[src/rtl/hub_cfg_pkg.sv]
// package: field positions, reset values and types for the hub device configuration low bits
`default_nettype none
package hub_cfg_pkg;
   localparam int          CFG_W          = 8;
   localparam int          LPM_DIS_BIT    = 5;
   localparam int          RSVD_HI_BIT    = 4;
   localparam int          GANGED_BIT     = 3;
   localparam int          PWR_SW_OFF_BIT = 2;
   localparam int          TMO_OVR_BIT    = 1;
   localparam int          RSVD_LO_BIT    = 0;
   localparam logic        RSVD_HI_VAL    = 1'h1;
   localparam logic        RSVD_LO_VAL    = 1'h0;
   localparam logic [7:0]  RESET_LOW_BITS = 8'h10;
   localparam logic [7:0]  TIMEOUT_MAX    = 8'hFF;
   localparam logic [7:0]  TIMEOUT_ZERO   = 8'h00;

   typedef enum logic [1:0] {
      CFG_SRC_I2C   = 2'h0,
      CFG_SRC_SMBUS = 2'h1
   } cfg_mode_t;

   // one configuration write, from the EEPROM loader or the SMBus slave
   typedef struct packed {
      logic       valid;
      logic [7:0] data;
   } cfg_write_t;

   // link power management events seen on the upstream side
   typedef struct packed {
      logic forcedAcceptRx;
      logic forcedAcceptTx;
      logic upstreamDisconnect;
   } link_evt_t;
endpackage
`default_nettype wire

[src/rtl/hub_device_config_low_bits.sv]
// hub device configuration bits 7..0 with link low-power control and timeout override
`default_nettype none
module hub_device_config_low_bits
   import hub_cfg_pkg::*;
(
   input  wire logic                  clk,
   input  wire logic                  nrst,
   input  wire hub_cfg_pkg::cfg_mode_t cfgMode,
   input  wire hub_cfg_pkg::cfg_write_t eepromWrite,
   input  wire hub_cfg_pkg::cfg_write_t smbusWrite,
   input  wire hub_cfg_pkg::link_evt_t linkEvt,
   input  wire logic                  u1u2EntryReq,
   input  wire logic [7:0]            hostTimeout,
   output logic [7:0]                 cfgReadData,
   output logic                       u1u2Allowed,
   output logic                       u1u2EntryGrant,
   output logic [7:0]                 downstreamTimeout,
   output logic                       gangedPower,
   output logic                       portPowerSwitchOff_n
);
   import hub_cfg_pkg::*;

   // ---------------------------------------------------------------
   // helper functions
   // ---------------------------------------------------------------
   // a write counts only from the source that owns the current mode
   function automatic logic sourceHit(
      input cfg_mode_t mode,
      input logic      eepromValid,
      input logic      smbusValid
   );
      logic hit;
      case (mode)
         CFG_SRC_I2C:   hit = eepromValid;
         CFG_SRC_SMBUS: hit = smbusValid;
         default:       hit = 1'b0;
      endcase
      return hit;
   endfunction

   // reserved bits read back fixed whatever a source puts on them
   function automatic logic [7:0] withReserved(input logic [7:0] raw);
      logic [7:0] merged;
      merged              = raw;
      merged[RSVD_HI_BIT] = RSVD_HI_VAL;
      merged[RSVD_LO_BIT] = RSVD_LO_VAL;
      return merged;
   endfunction

   // zero switches the link timer off, so the override must leave a zero alone
   function automatic logic [7:0] overrideTimeout(
      input logic       enable,
      input logic [7:0] host
   );
      logic [7:0] result;
      result = host;
      if (enable && host != TIMEOUT_ZERO) begin
         result = TIMEOUT_MAX;
      end
      return result;
   endfunction

   // ---------------------------------------------------------------
   // register storage
   // ---------------------------------------------------------------
   logic [7:0] cfg_q;
   logic       lpmLifted_q;
   logic       writeHit;
   logic [7:0] writeData;

   // eeprom loads only in I2C mode, host writes only in SMBus mode
   always_comb begin
      writeHit  = sourceHit(cfgMode, eepromWrite.valid, smbusWrite.valid);
      writeData = eepromWrite.data;
      if (cfgMode == CFG_SRC_SMBUS) begin
         writeData = smbusWrite.data;
      end
   end

   always_ff @(posedge clk or negedge nrst) begin
      if (!nrst) begin
         cfg_q <= RESET_LOW_BITS;
      end else if (writeHit) begin
         cfg_q <= withReserved(writeData);
      end
   end

   // ---------------------------------------------------------------
   // forced-accept latch
   // ---------------------------------------------------------------
   // nrst doubles as power-on reset; a new packet in the disconnect cycle wins
   always_ff @(posedge clk or negedge nrst) begin
      if (!nrst) begin
         lpmLifted_q <= 1'b0;
      end else if (linkEvt.forcedAcceptRx || linkEvt.forcedAcceptTx) begin
         lpmLifted_q <= 1'b1;
      end else if (linkEvt.upstreamDisconnect) begin
         lpmLifted_q <= 1'b0;
      end
   end

   always_comb begin
      u1u2Allowed    = !cfg_q[LPM_DIS_BIT] || lpmLifted_q;
      u1u2EntryGrant = u1u2EntryReq && u1u2Allowed;
   end

   // ---------------------------------------------------------------
   // outputs from flip-flops
   // ---------------------------------------------------------------
   always_ff @(posedge clk or negedge nrst) begin
      if (!nrst) begin
         downstreamTimeout <= TIMEOUT_ZERO;
      end else begin
         downstreamTimeout <= overrideTimeout(cfg_q[TMO_OVR_BIT], hostTimeout);
      end
   end

   always_comb begin
      cfgReadData          = cfg_q;
      gangedPower          = cfg_q[GANGED_BIT];
      portPowerSwitchOff_n = cfg_q[PWR_SW_OFF_BIT];
   end

   // ---------------------------------------------------------------
   // assertions
   // ---------------------------------------------------------------
   // entry gating
   a_grant_blocked: assert property (@(posedge clk) disable iff (!nrst)
      (cfg_q[LPM_DIS_BIT] && !lpmLifted_q) |-> !u1u2EntryGrant)
      else $error("entry granted while low power disabled");

   a_enable_grants: assert property (@(posedge clk) disable iff (!nrst)
      (!cfg_q[LPM_DIS_BIT] && u1u2EntryReq) |-> u1u2EntryGrant)
      else $error("entry refused while low power enabled");

   a_disabled_denied: assert property (@(posedge clk) disable iff (!nrst)
      (cfg_q[LPM_DIS_BIT] && !lpmLifted_q) |-> !u1u2Allowed)
      else $error("low power allowed while disabled");

   a_no_req_grant: assert property (@(posedge clk) disable iff (!nrst)
      !u1u2EntryReq |-> !u1u2EntryGrant)
      else $error("entry granted without a request");

   a_lifted_grants: assert property (@(posedge clk) disable iff (!nrst)
      (lpmLifted_q && u1u2EntryReq) |-> u1u2EntryGrant)
      else $error("entry refused after forced accept");

   // forced-accept latch
   a_lift_latch: assert property (@(posedge clk) disable iff (!nrst)
      (linkEvt.forcedAcceptRx || linkEvt.forcedAcceptTx) |=> u1u2Allowed)
      else $error("forced accept did not lift prohibition");

   a_lift_holds: assert property (@(posedge clk) disable iff (!nrst)
      (lpmLifted_q && !linkEvt.upstreamDisconnect) |=> lpmLifted_q)
      else $error("lift dropped without disconnect");

   a_disc_restore: assert property (@(posedge clk) disable iff (!nrst)
      (linkEvt.upstreamDisconnect && !linkEvt.forcedAcceptRx && !linkEvt.forcedAcceptTx)
      |=> !lpmLifted_q)
      else $error("disconnect did not restore prohibition");

   a_latch_only: assert property (@(posedge clk) disable iff (!nrst)
      (!lpmLifted_q && !linkEvt.forcedAcceptRx && !linkEvt.forcedAcceptTx)
      |=> !lpmLifted_q)
      else $error("prohibition lifted without forced accept");

   a_lift_survives: assert property (@(posedge clk) disable iff (!nrst)
      (lpmLifted_q && !linkEvt.upstreamDisconnect) |=> u1u2Allowed)
      else $error("lifted state lost while connected");

   // register writes
   a_eeprom_load: assert property (@(posedge clk) disable iff (!nrst)
      (cfgMode == CFG_SRC_I2C && eepromWrite.valid)
      |=> cfg_q[LPM_DIS_BIT] == $past(eepromWrite.data[LPM_DIS_BIT]))
      else $error("eeprom value not loaded");

   a_eeprom_bits: assert property (@(posedge clk) disable iff (!nrst)
      (cfgMode == CFG_SRC_I2C && eepromWrite.valid)
      |=> cfg_q[GANGED_BIT:TMO_OVR_BIT] == $past(eepromWrite.data[GANGED_BIT:TMO_OVR_BIT]))
      else $error("eeprom power bits not loaded");

   a_smbus_write: assert property (@(posedge clk) disable iff (!nrst)
      (cfgMode == CFG_SRC_SMBUS && smbusWrite.valid)
      |=> cfg_q[LPM_DIS_BIT] == $past(smbusWrite.data[LPM_DIS_BIT])
      && cfg_q[GANGED_BIT:TMO_OVR_BIT] == $past(smbusWrite.data[GANGED_BIT:TMO_OVR_BIT]))
      else $error("host write not stored");

   a_upper_stored: assert property (@(posedge clk) disable iff (!nrst)
      (cfgMode == CFG_SRC_SMBUS && smbusWrite.valid)
      |=> cfg_q[CFG_W-1:LPM_DIS_BIT+1] == $past(smbusWrite.data[CFG_W-1:LPM_DIS_BIT+1]))
      else $error("host write of upper bits not stored");

   a_smbus_ignored: assert property (@(posedge clk) disable iff (!nrst)
      (cfgMode == CFG_SRC_I2C && !eepromWrite.valid) |=> $stable(cfg_q))
      else $error("config changed without a legal write");

   a_eeprom_ignored: assert property (@(posedge clk) disable iff (!nrst)
      (cfgMode == CFG_SRC_SMBUS && !smbusWrite.valid) |=> $stable(cfg_q))
      else $error("config changed without a host write");

   a_rsvd_fixed: assert property (@(posedge clk) disable iff (!nrst)
      cfg_q[RSVD_HI_BIT] == RSVD_HI_VAL && cfg_q[RSVD_LO_BIT] == RSVD_LO_VAL)
      else $error("reserved bits lost their fixed values");

   // timeout override
   a_timeout_ovr: assert property (@(posedge clk) disable iff (!nrst)
      (cfg_q[TMO_OVR_BIT] && hostTimeout != TIMEOUT_ZERO) |=> downstreamTimeout == TIMEOUT_MAX)
      else $error("override did not force max timeout");

   a_timeout_zero: assert property (@(posedge clk) disable iff (!nrst)
      (hostTimeout == TIMEOUT_ZERO) |=> downstreamTimeout == TIMEOUT_ZERO)
      else $error("zero timeout not kept");

   a_timeout_pass: assert property (@(posedge clk) disable iff (!nrst)
      !cfg_q[TMO_OVR_BIT] |=> downstreamTimeout == $past(hostTimeout))
      else $error("host timeout not passed through");
endmodule
`default_nettype wire

[config.mk]
export PLATFORM = sky130hd
export DESIGN_NAME = hub_device_config_low_bits
export DESIGN_NICKNAME = d
export VERILOG_FILES = /design/src/rtl/hub_cfg_pkg.sv /design/src/rtl/hub_device_config_low_bits.sv
export SDC_FILE = /design/constraint.sdc
export NUM_CORES = 1
export LEC_CHECK = 0
export BUFFER_PORTS_ARGS = -buffer_cell sky130_fd_sc_hd__buf_4
export CAP_MARGIN = 20
export CELL_PAD_IN_SITES_DETAIL_PLACEMENT = 0
export CELL_PAD_IN_SITES_GLOBAL_PLACEMENT = 2
export CORE_MARGIN = 10
export CORE_UTILIZATION = 21
export CTS_BUF_LIST = sky130_fd_sc_hd__clkbuf_16
export DETAILED_ROUTE_END_ITERATION = 10
export GPL_TIMING_DRIVEN = 0
export PLACE_DENSITY_LB_ADDON = 0.1
export SLEW_MARGIN = 20
export SYNTH_ARGS = -nofsm -noshare
export SYNTH_HDL_FRONTEND = slang
export SYNTH_SLANG_ARGS = --single-unit
[constraint.sdc]
create_clock -name clk -period 1 [get_ports clk]
set_clock_uncertainty 0.15 [all_clocks]
set_input_delay 0.2 -clock clk [delete_from_list [all_inputs] [get_ports clk]]
set_output_delay 0.2 -clock clk [all_outputs]
set_load 0.05 [all_outputs]
# After elaboration in Yosys (flattened, before gate mapping)

Cells that the tools add are included.

Eq/ne operators: 1
Muxes and demuxes: 5
Reduce and logical (&&, ||, !) cells: 8

Operators with widths:

| cell                                           | count |
|---|---|
| two-way mux 8 bit                              | 2 |
| nonzero test 8 bit                             | 1 |
| == test 2 x 1 -> 1 bit (second input constant) | 1 |
| logical AND 1 bit                              | 2 |
| zero test 2 bit                                | 1 |
| logical OR 1 bit                               | 2 |
| two-way mux 1 bit                              | 2 |
| one-hot mux 1 bit (2 select lines)             | 1 |
| nonzero test 2 bit                             | 1 |
| zero test 1 bit                                | 1 |

Flip-flop bits (word level): 15
Bits of input ports: 34
Output and inout bits: 20
Logic and storage cells: 17

# Longest topological paths before layout

Depth after elaboration: 3
Gate-level depth with buffers: 4
Depth with buffers taken out: 3

# Worst setup path after synthesis

OpenSTA, ideal clock, no wires.

Kind: register to output
Start: register cfg_q[5], in the netlist cfgReadData[5]
End: output u1u2EntryGrant
Arrival: 1.511 ns
Data required time: 0.650 ns
Path slack: -0.861 ns
Stages on the path, launching flop included: 3
Path buffers: 0
Path through: dfrtp_1 nand2_1 and2_1

Cells in the longest elaborated chain, start to end: 3

RTL lines:

| what                     | RTL line                          | RTL |
|---|---|---|
| start: declaration       | hub_device_config_low_bits.sv:66  | `logic [7:0] cfg_q;` |
| start signal: assignment | hub_device_config_low_bits.sv:84  | `cfg_q <= withReserved(writeData);` |
| zero test 1 bit          | hub_device_config_low_bits.sv:103 | `u1u2Allowed = !cfg_q[LPM_DIS_BIT] \|\| lpmLifted_q;` |
| logical OR 1 bit         | hub_device_config_low_bits.sv:103 |  |
| via u1u2Allowed          | hub_device_config_low_bits.sv:15  | `output logic u1u2Allowed,` |
| logical AND 1 bit        | hub_device_config_low_bits.sv:104 | `u1u2EntryGrant = u1u2EntryReq && u1u2Allowed;` |
| end: declaration         | hub_device_config_low_bits.sv:16  | `output logic u1u2EntryGrant,` |

The timed path passes the listed nets, and every way through them passes these cells.

# Worst setup path in the final report

Start: register lpmLifted_q
End: output u1u2EntryGrant

Cells in the longest elaborated chain, start to end: 2

RTL lines:

| what                     | RTL line                          | RTL |
|---|---|---|
| start: declaration       | hub_device_config_low_bits.sv:67  | `logic lpmLifted_q;` |
| start signal: assignment | hub_device_config_low_bits.sv:94  | `lpmLifted_q <= 1'b0;` |
| start signal: assignment | hub_device_config_low_bits.sv:96  | `lpmLifted_q <= 1'b1;` |
| start signal: assignment | hub_device_config_low_bits.sv:98  | `lpmLifted_q <= 1'b0;` |
| logical OR 1 bit         | hub_device_config_low_bits.sv:103 |  |
| logical AND 1 bit        | hub_device_config_low_bits.sv:104 |  |

Every way passes these cells.

==> flow_summary_export.csv <==
group,metric,value,unit
detailed_routing,drc,0,
finish,fin_nets,148,
logic_synthesis,avgSynthCellArea,12.8,µm²
power,p_leak,0.696,nW
floorplanning,dieHeight,76.9,µm
placed_design,gp_congestion,0.667,
logic_synthesis,syn_nets,87,
critical_path,crit_path_max_incr_delay,370,ps
logic_synthesis,synth_mux_area_frac,0.213,
clock_network,clk_latency,240,ps
logic_synthesis,synth_xor_area_frac,0,
sta,period_share,1.35,
placed_design,dp_hpwl,1.57,mm
clock_network,numCtsBuffers,3,
power,power.density,1820,nW/µm²
global_routing,antenna_found_initial,0,
detailed_routing,wl_per_cell,12.8,µm
sta,slew_violations,0,
critical_path,startpoint_type,"flip-flop",
sta,period_needed,1350,ps
clock_network,clkTransAtPathRegs,50,ps
sta,fmax,741,MHz
floorplanning,die_area,5920,µm²
logic_synthesis,ys_seq_area_frac,0.551,
sta,setup_viol,32,
critical_path,worstPathCellList,"inv_2 > nand2_4 > and2_4 > buf_6",
global_routing,grt.overflow.total,0,
logic_synthesis,synth_cell_type_count,15,
critical_path,cp.required,650,ps
detailed_routing,drtIter0Drc,15,
finish,final_common_cell,"buf_4",
critical_path,worstPathMaxFanout,2,
logic_synthesis,syn_area,681,µm²
global_routing,grt_pass1_vias,720,
critical_path,startpoint,"lpmLifted_q",
clock_network,cts_max_path_buffers,2,
logic_synthesis,yosys.area_share.simple,0.136,
floorplanning,start_util,0.221,
logic_synthesis,synthAdderAreaFrac,0,
clock_network,clock-root-buffer,"clkbuf_16",
sta,hold_slack,-9.55,ps
global_routing,grt_start_max_net_pins,16,
logic_synthesis,synth_top_family_by_area,"multiplexers",
logic_synthesis,ys_ff_latch,15,
detailed_routing,final_antenna_net_count,0,
finish,layout_common_cells,"buf_4 (30), buf_6 (20), dfrtp_1 (11), mux2_4 (10), nand2b_1 (8)",
detailed_routing,vias,602,
critical_path,crit_path_end,"u1u2EntryGrant",
status,violations,"negative hold slack, negative setup slack",
floorplanning,rows,20,
sta,finalHoldViolations,2,
finish,layout-drive-gt1-share,0.761,
finish,area_growth,115,%
clock_network,htreeDepth,1,
detailed_routing,vias_per_cell,3.83,
finish,antenna_cells,0,
critical_path,cp-end-kind,"primary output",
global_routing,grt_usage,0.0739,
floorplanning,core,3080,µm²
finish,num-fill-cells,292,
detailed_routing,routed_wl,2.01,mm
worst_hold_path,hp-class,"primary input to flip-flop",
logic_synthesis,synth_compound_area_frac,0.0313,
placed_design,io_buffers,47,
flow_run,max-cap-violations,0,
critical_path,rr_startpoint,"cfgReadData[1]",
critical_path,r2r_end,"cfgReadData[1]",
critical_path,r2r_setup_slack,-70,ps
sta,setup_ws,-350,ps
floorplanning,dieWidth,76.9,µm
critical_path,cp.arrival,1000,ps
detailed_routing,first_pass_iters,4,
sta,rsz0062_at_grt,"yes",
critical_path,worst-r2r-cell-count,2,
power,p_total,2.67,mW
logic_synthesis,synthCells,53,
critical_path,crit_slowest_cell,"dfrtp_1",
floorplanning,ios,54,
finish,fin_util,0.476,
power,ir_drop,0.701,mV
logic_synthesis,ys_warn_count,0,
clock_network,cts_tree,"built",
clock_network,holdBufCountCts,4,
critical_path,path_class,"flip-flop to primary output",
status,status,"finished with violations",
global_routing,grt_pass1_wl,3.56,mm
clock_network,clock-sinks,15,
==> worst min-delay path by stage <==
stage / from / to / slack [ps] / depth (start not counted)
after detailed placement: nrst / cfgReadData[6] / -80 / 1
after floorplan: nrst / cfgReadData[1] / -250 / 0
after global placement: nrst / lpmLifted_q / -80 / 1
final: hostTimeout[4] / downstreamTimeout[4] / -10 / 2
after global routing: hostTimeout[4] / downstreamTimeout[4] / -0.01 / 2
after CTS: linkEvt[2] / lpmLifted_q / 0.2 / 3
==> power breakdown <==
part,switching (mW),total (mW),internal (mW)
clock network,0.232,0.764,0.533
logic,0.594,1.13,0.536
registers,0.0675,0.773,0.705
total,0.893,2.67,1.77
==> stage by stage <==
| step | setup slack [ps] | cells | setup TNS [ps] | cell area, µm² |
|---|---|---|---|---|
| 2_1_floorplan | -315 | 53 | -4280 | 728 |
| 5_1_grt | -396 | 157 | -6230 | 1470 |
| 4_1_cts | -356 | 156 | -5390 | 1410 |
| 3_5_place_dp | -548 | 144 | -7280 | 1140 |
| 6_report | -350 | 157 | -4980 | 1470 |
| 3_3_place_gp | -563 | 144 | -7370 | 1140 |
==> worst max-delay path, delay by kind of cell (launching register included) <==
| kind | cells | cell delay, ps |
|---|---|---|
| simple gates | 2 | 180 |
| flops | 1 | 370 |
| buf+inv | 2 | 210 |
==> state kept, by name (all words and copies together) (netlist names) <==
| register | count |
|---|---|
| lpmLifted_q | 1 |
| downstreamTimeout | 8 |
| cfgReadData | 6 |
==> logic make-up after synthesis <==
family	Yosys count
flops	15
buf+inv	6
other cells	2
compound gates	2
mux	13
simple gates	15
==> cell usage after synthesis <==
library cell | number | area [µm²]
dfrtp_1 | 15 | 375
mux2_2 | 12 | 135
nand2b_1 | 9 | 56.3
buf_4 | 4 | 30.0
conb_1 | 2 | 7.51
nor2_1 | 2 | 7.51
and2_1 | 1 | 6.26
buf_2 | 1 | 5.00
inv_1 | 1 | 3.75
mux2i_1 | 1 | 10.0
nand2_1 | 1 | 3.75
o21ai_0 | 1 | 5.00
o21ai_4 | 1 | 16.3
or4_1 | 1 | 7.51
or4_4 | 1 | 11.3
==> routing by layer <==
metal  part of all wire  global-route usage  up-vias
met1               0.42              0.0812      281
met5                  0                   0        -
li1                   -                   -      290
met2               0.47               0.117       29
met4              0.013              0.0390        0
met3              0.086              0.0326        2
==> area by class of cell <==
class | count | area (µm²) | share of cell area
buffer | 4 | 45.0 | 0.0307
clock buffer | 3 | 75.1 | 0.0512
clock inverter | 1 | 5.00 | 0.00342
inverter | 1 | 3.75 | 0.00256
multi-input combinational | 32 | 345 | 0.236
sequential | 15 | 380 | 0.260
tap | 44 | 55.1 | 0.0376
timing repair buffer | 57 | 556 | 0.379
==> what timing repair did <==
item / in CTS / in global routing
buffers inserted: 5 / 1
hold endpoints to repair: 18 / 1
gates resized for setup: 35 / 9
pin swaps: 3 / 3
setup endpoints to repair: 32 / 33
Note: power is estimated with default switching activity, not from simulation.
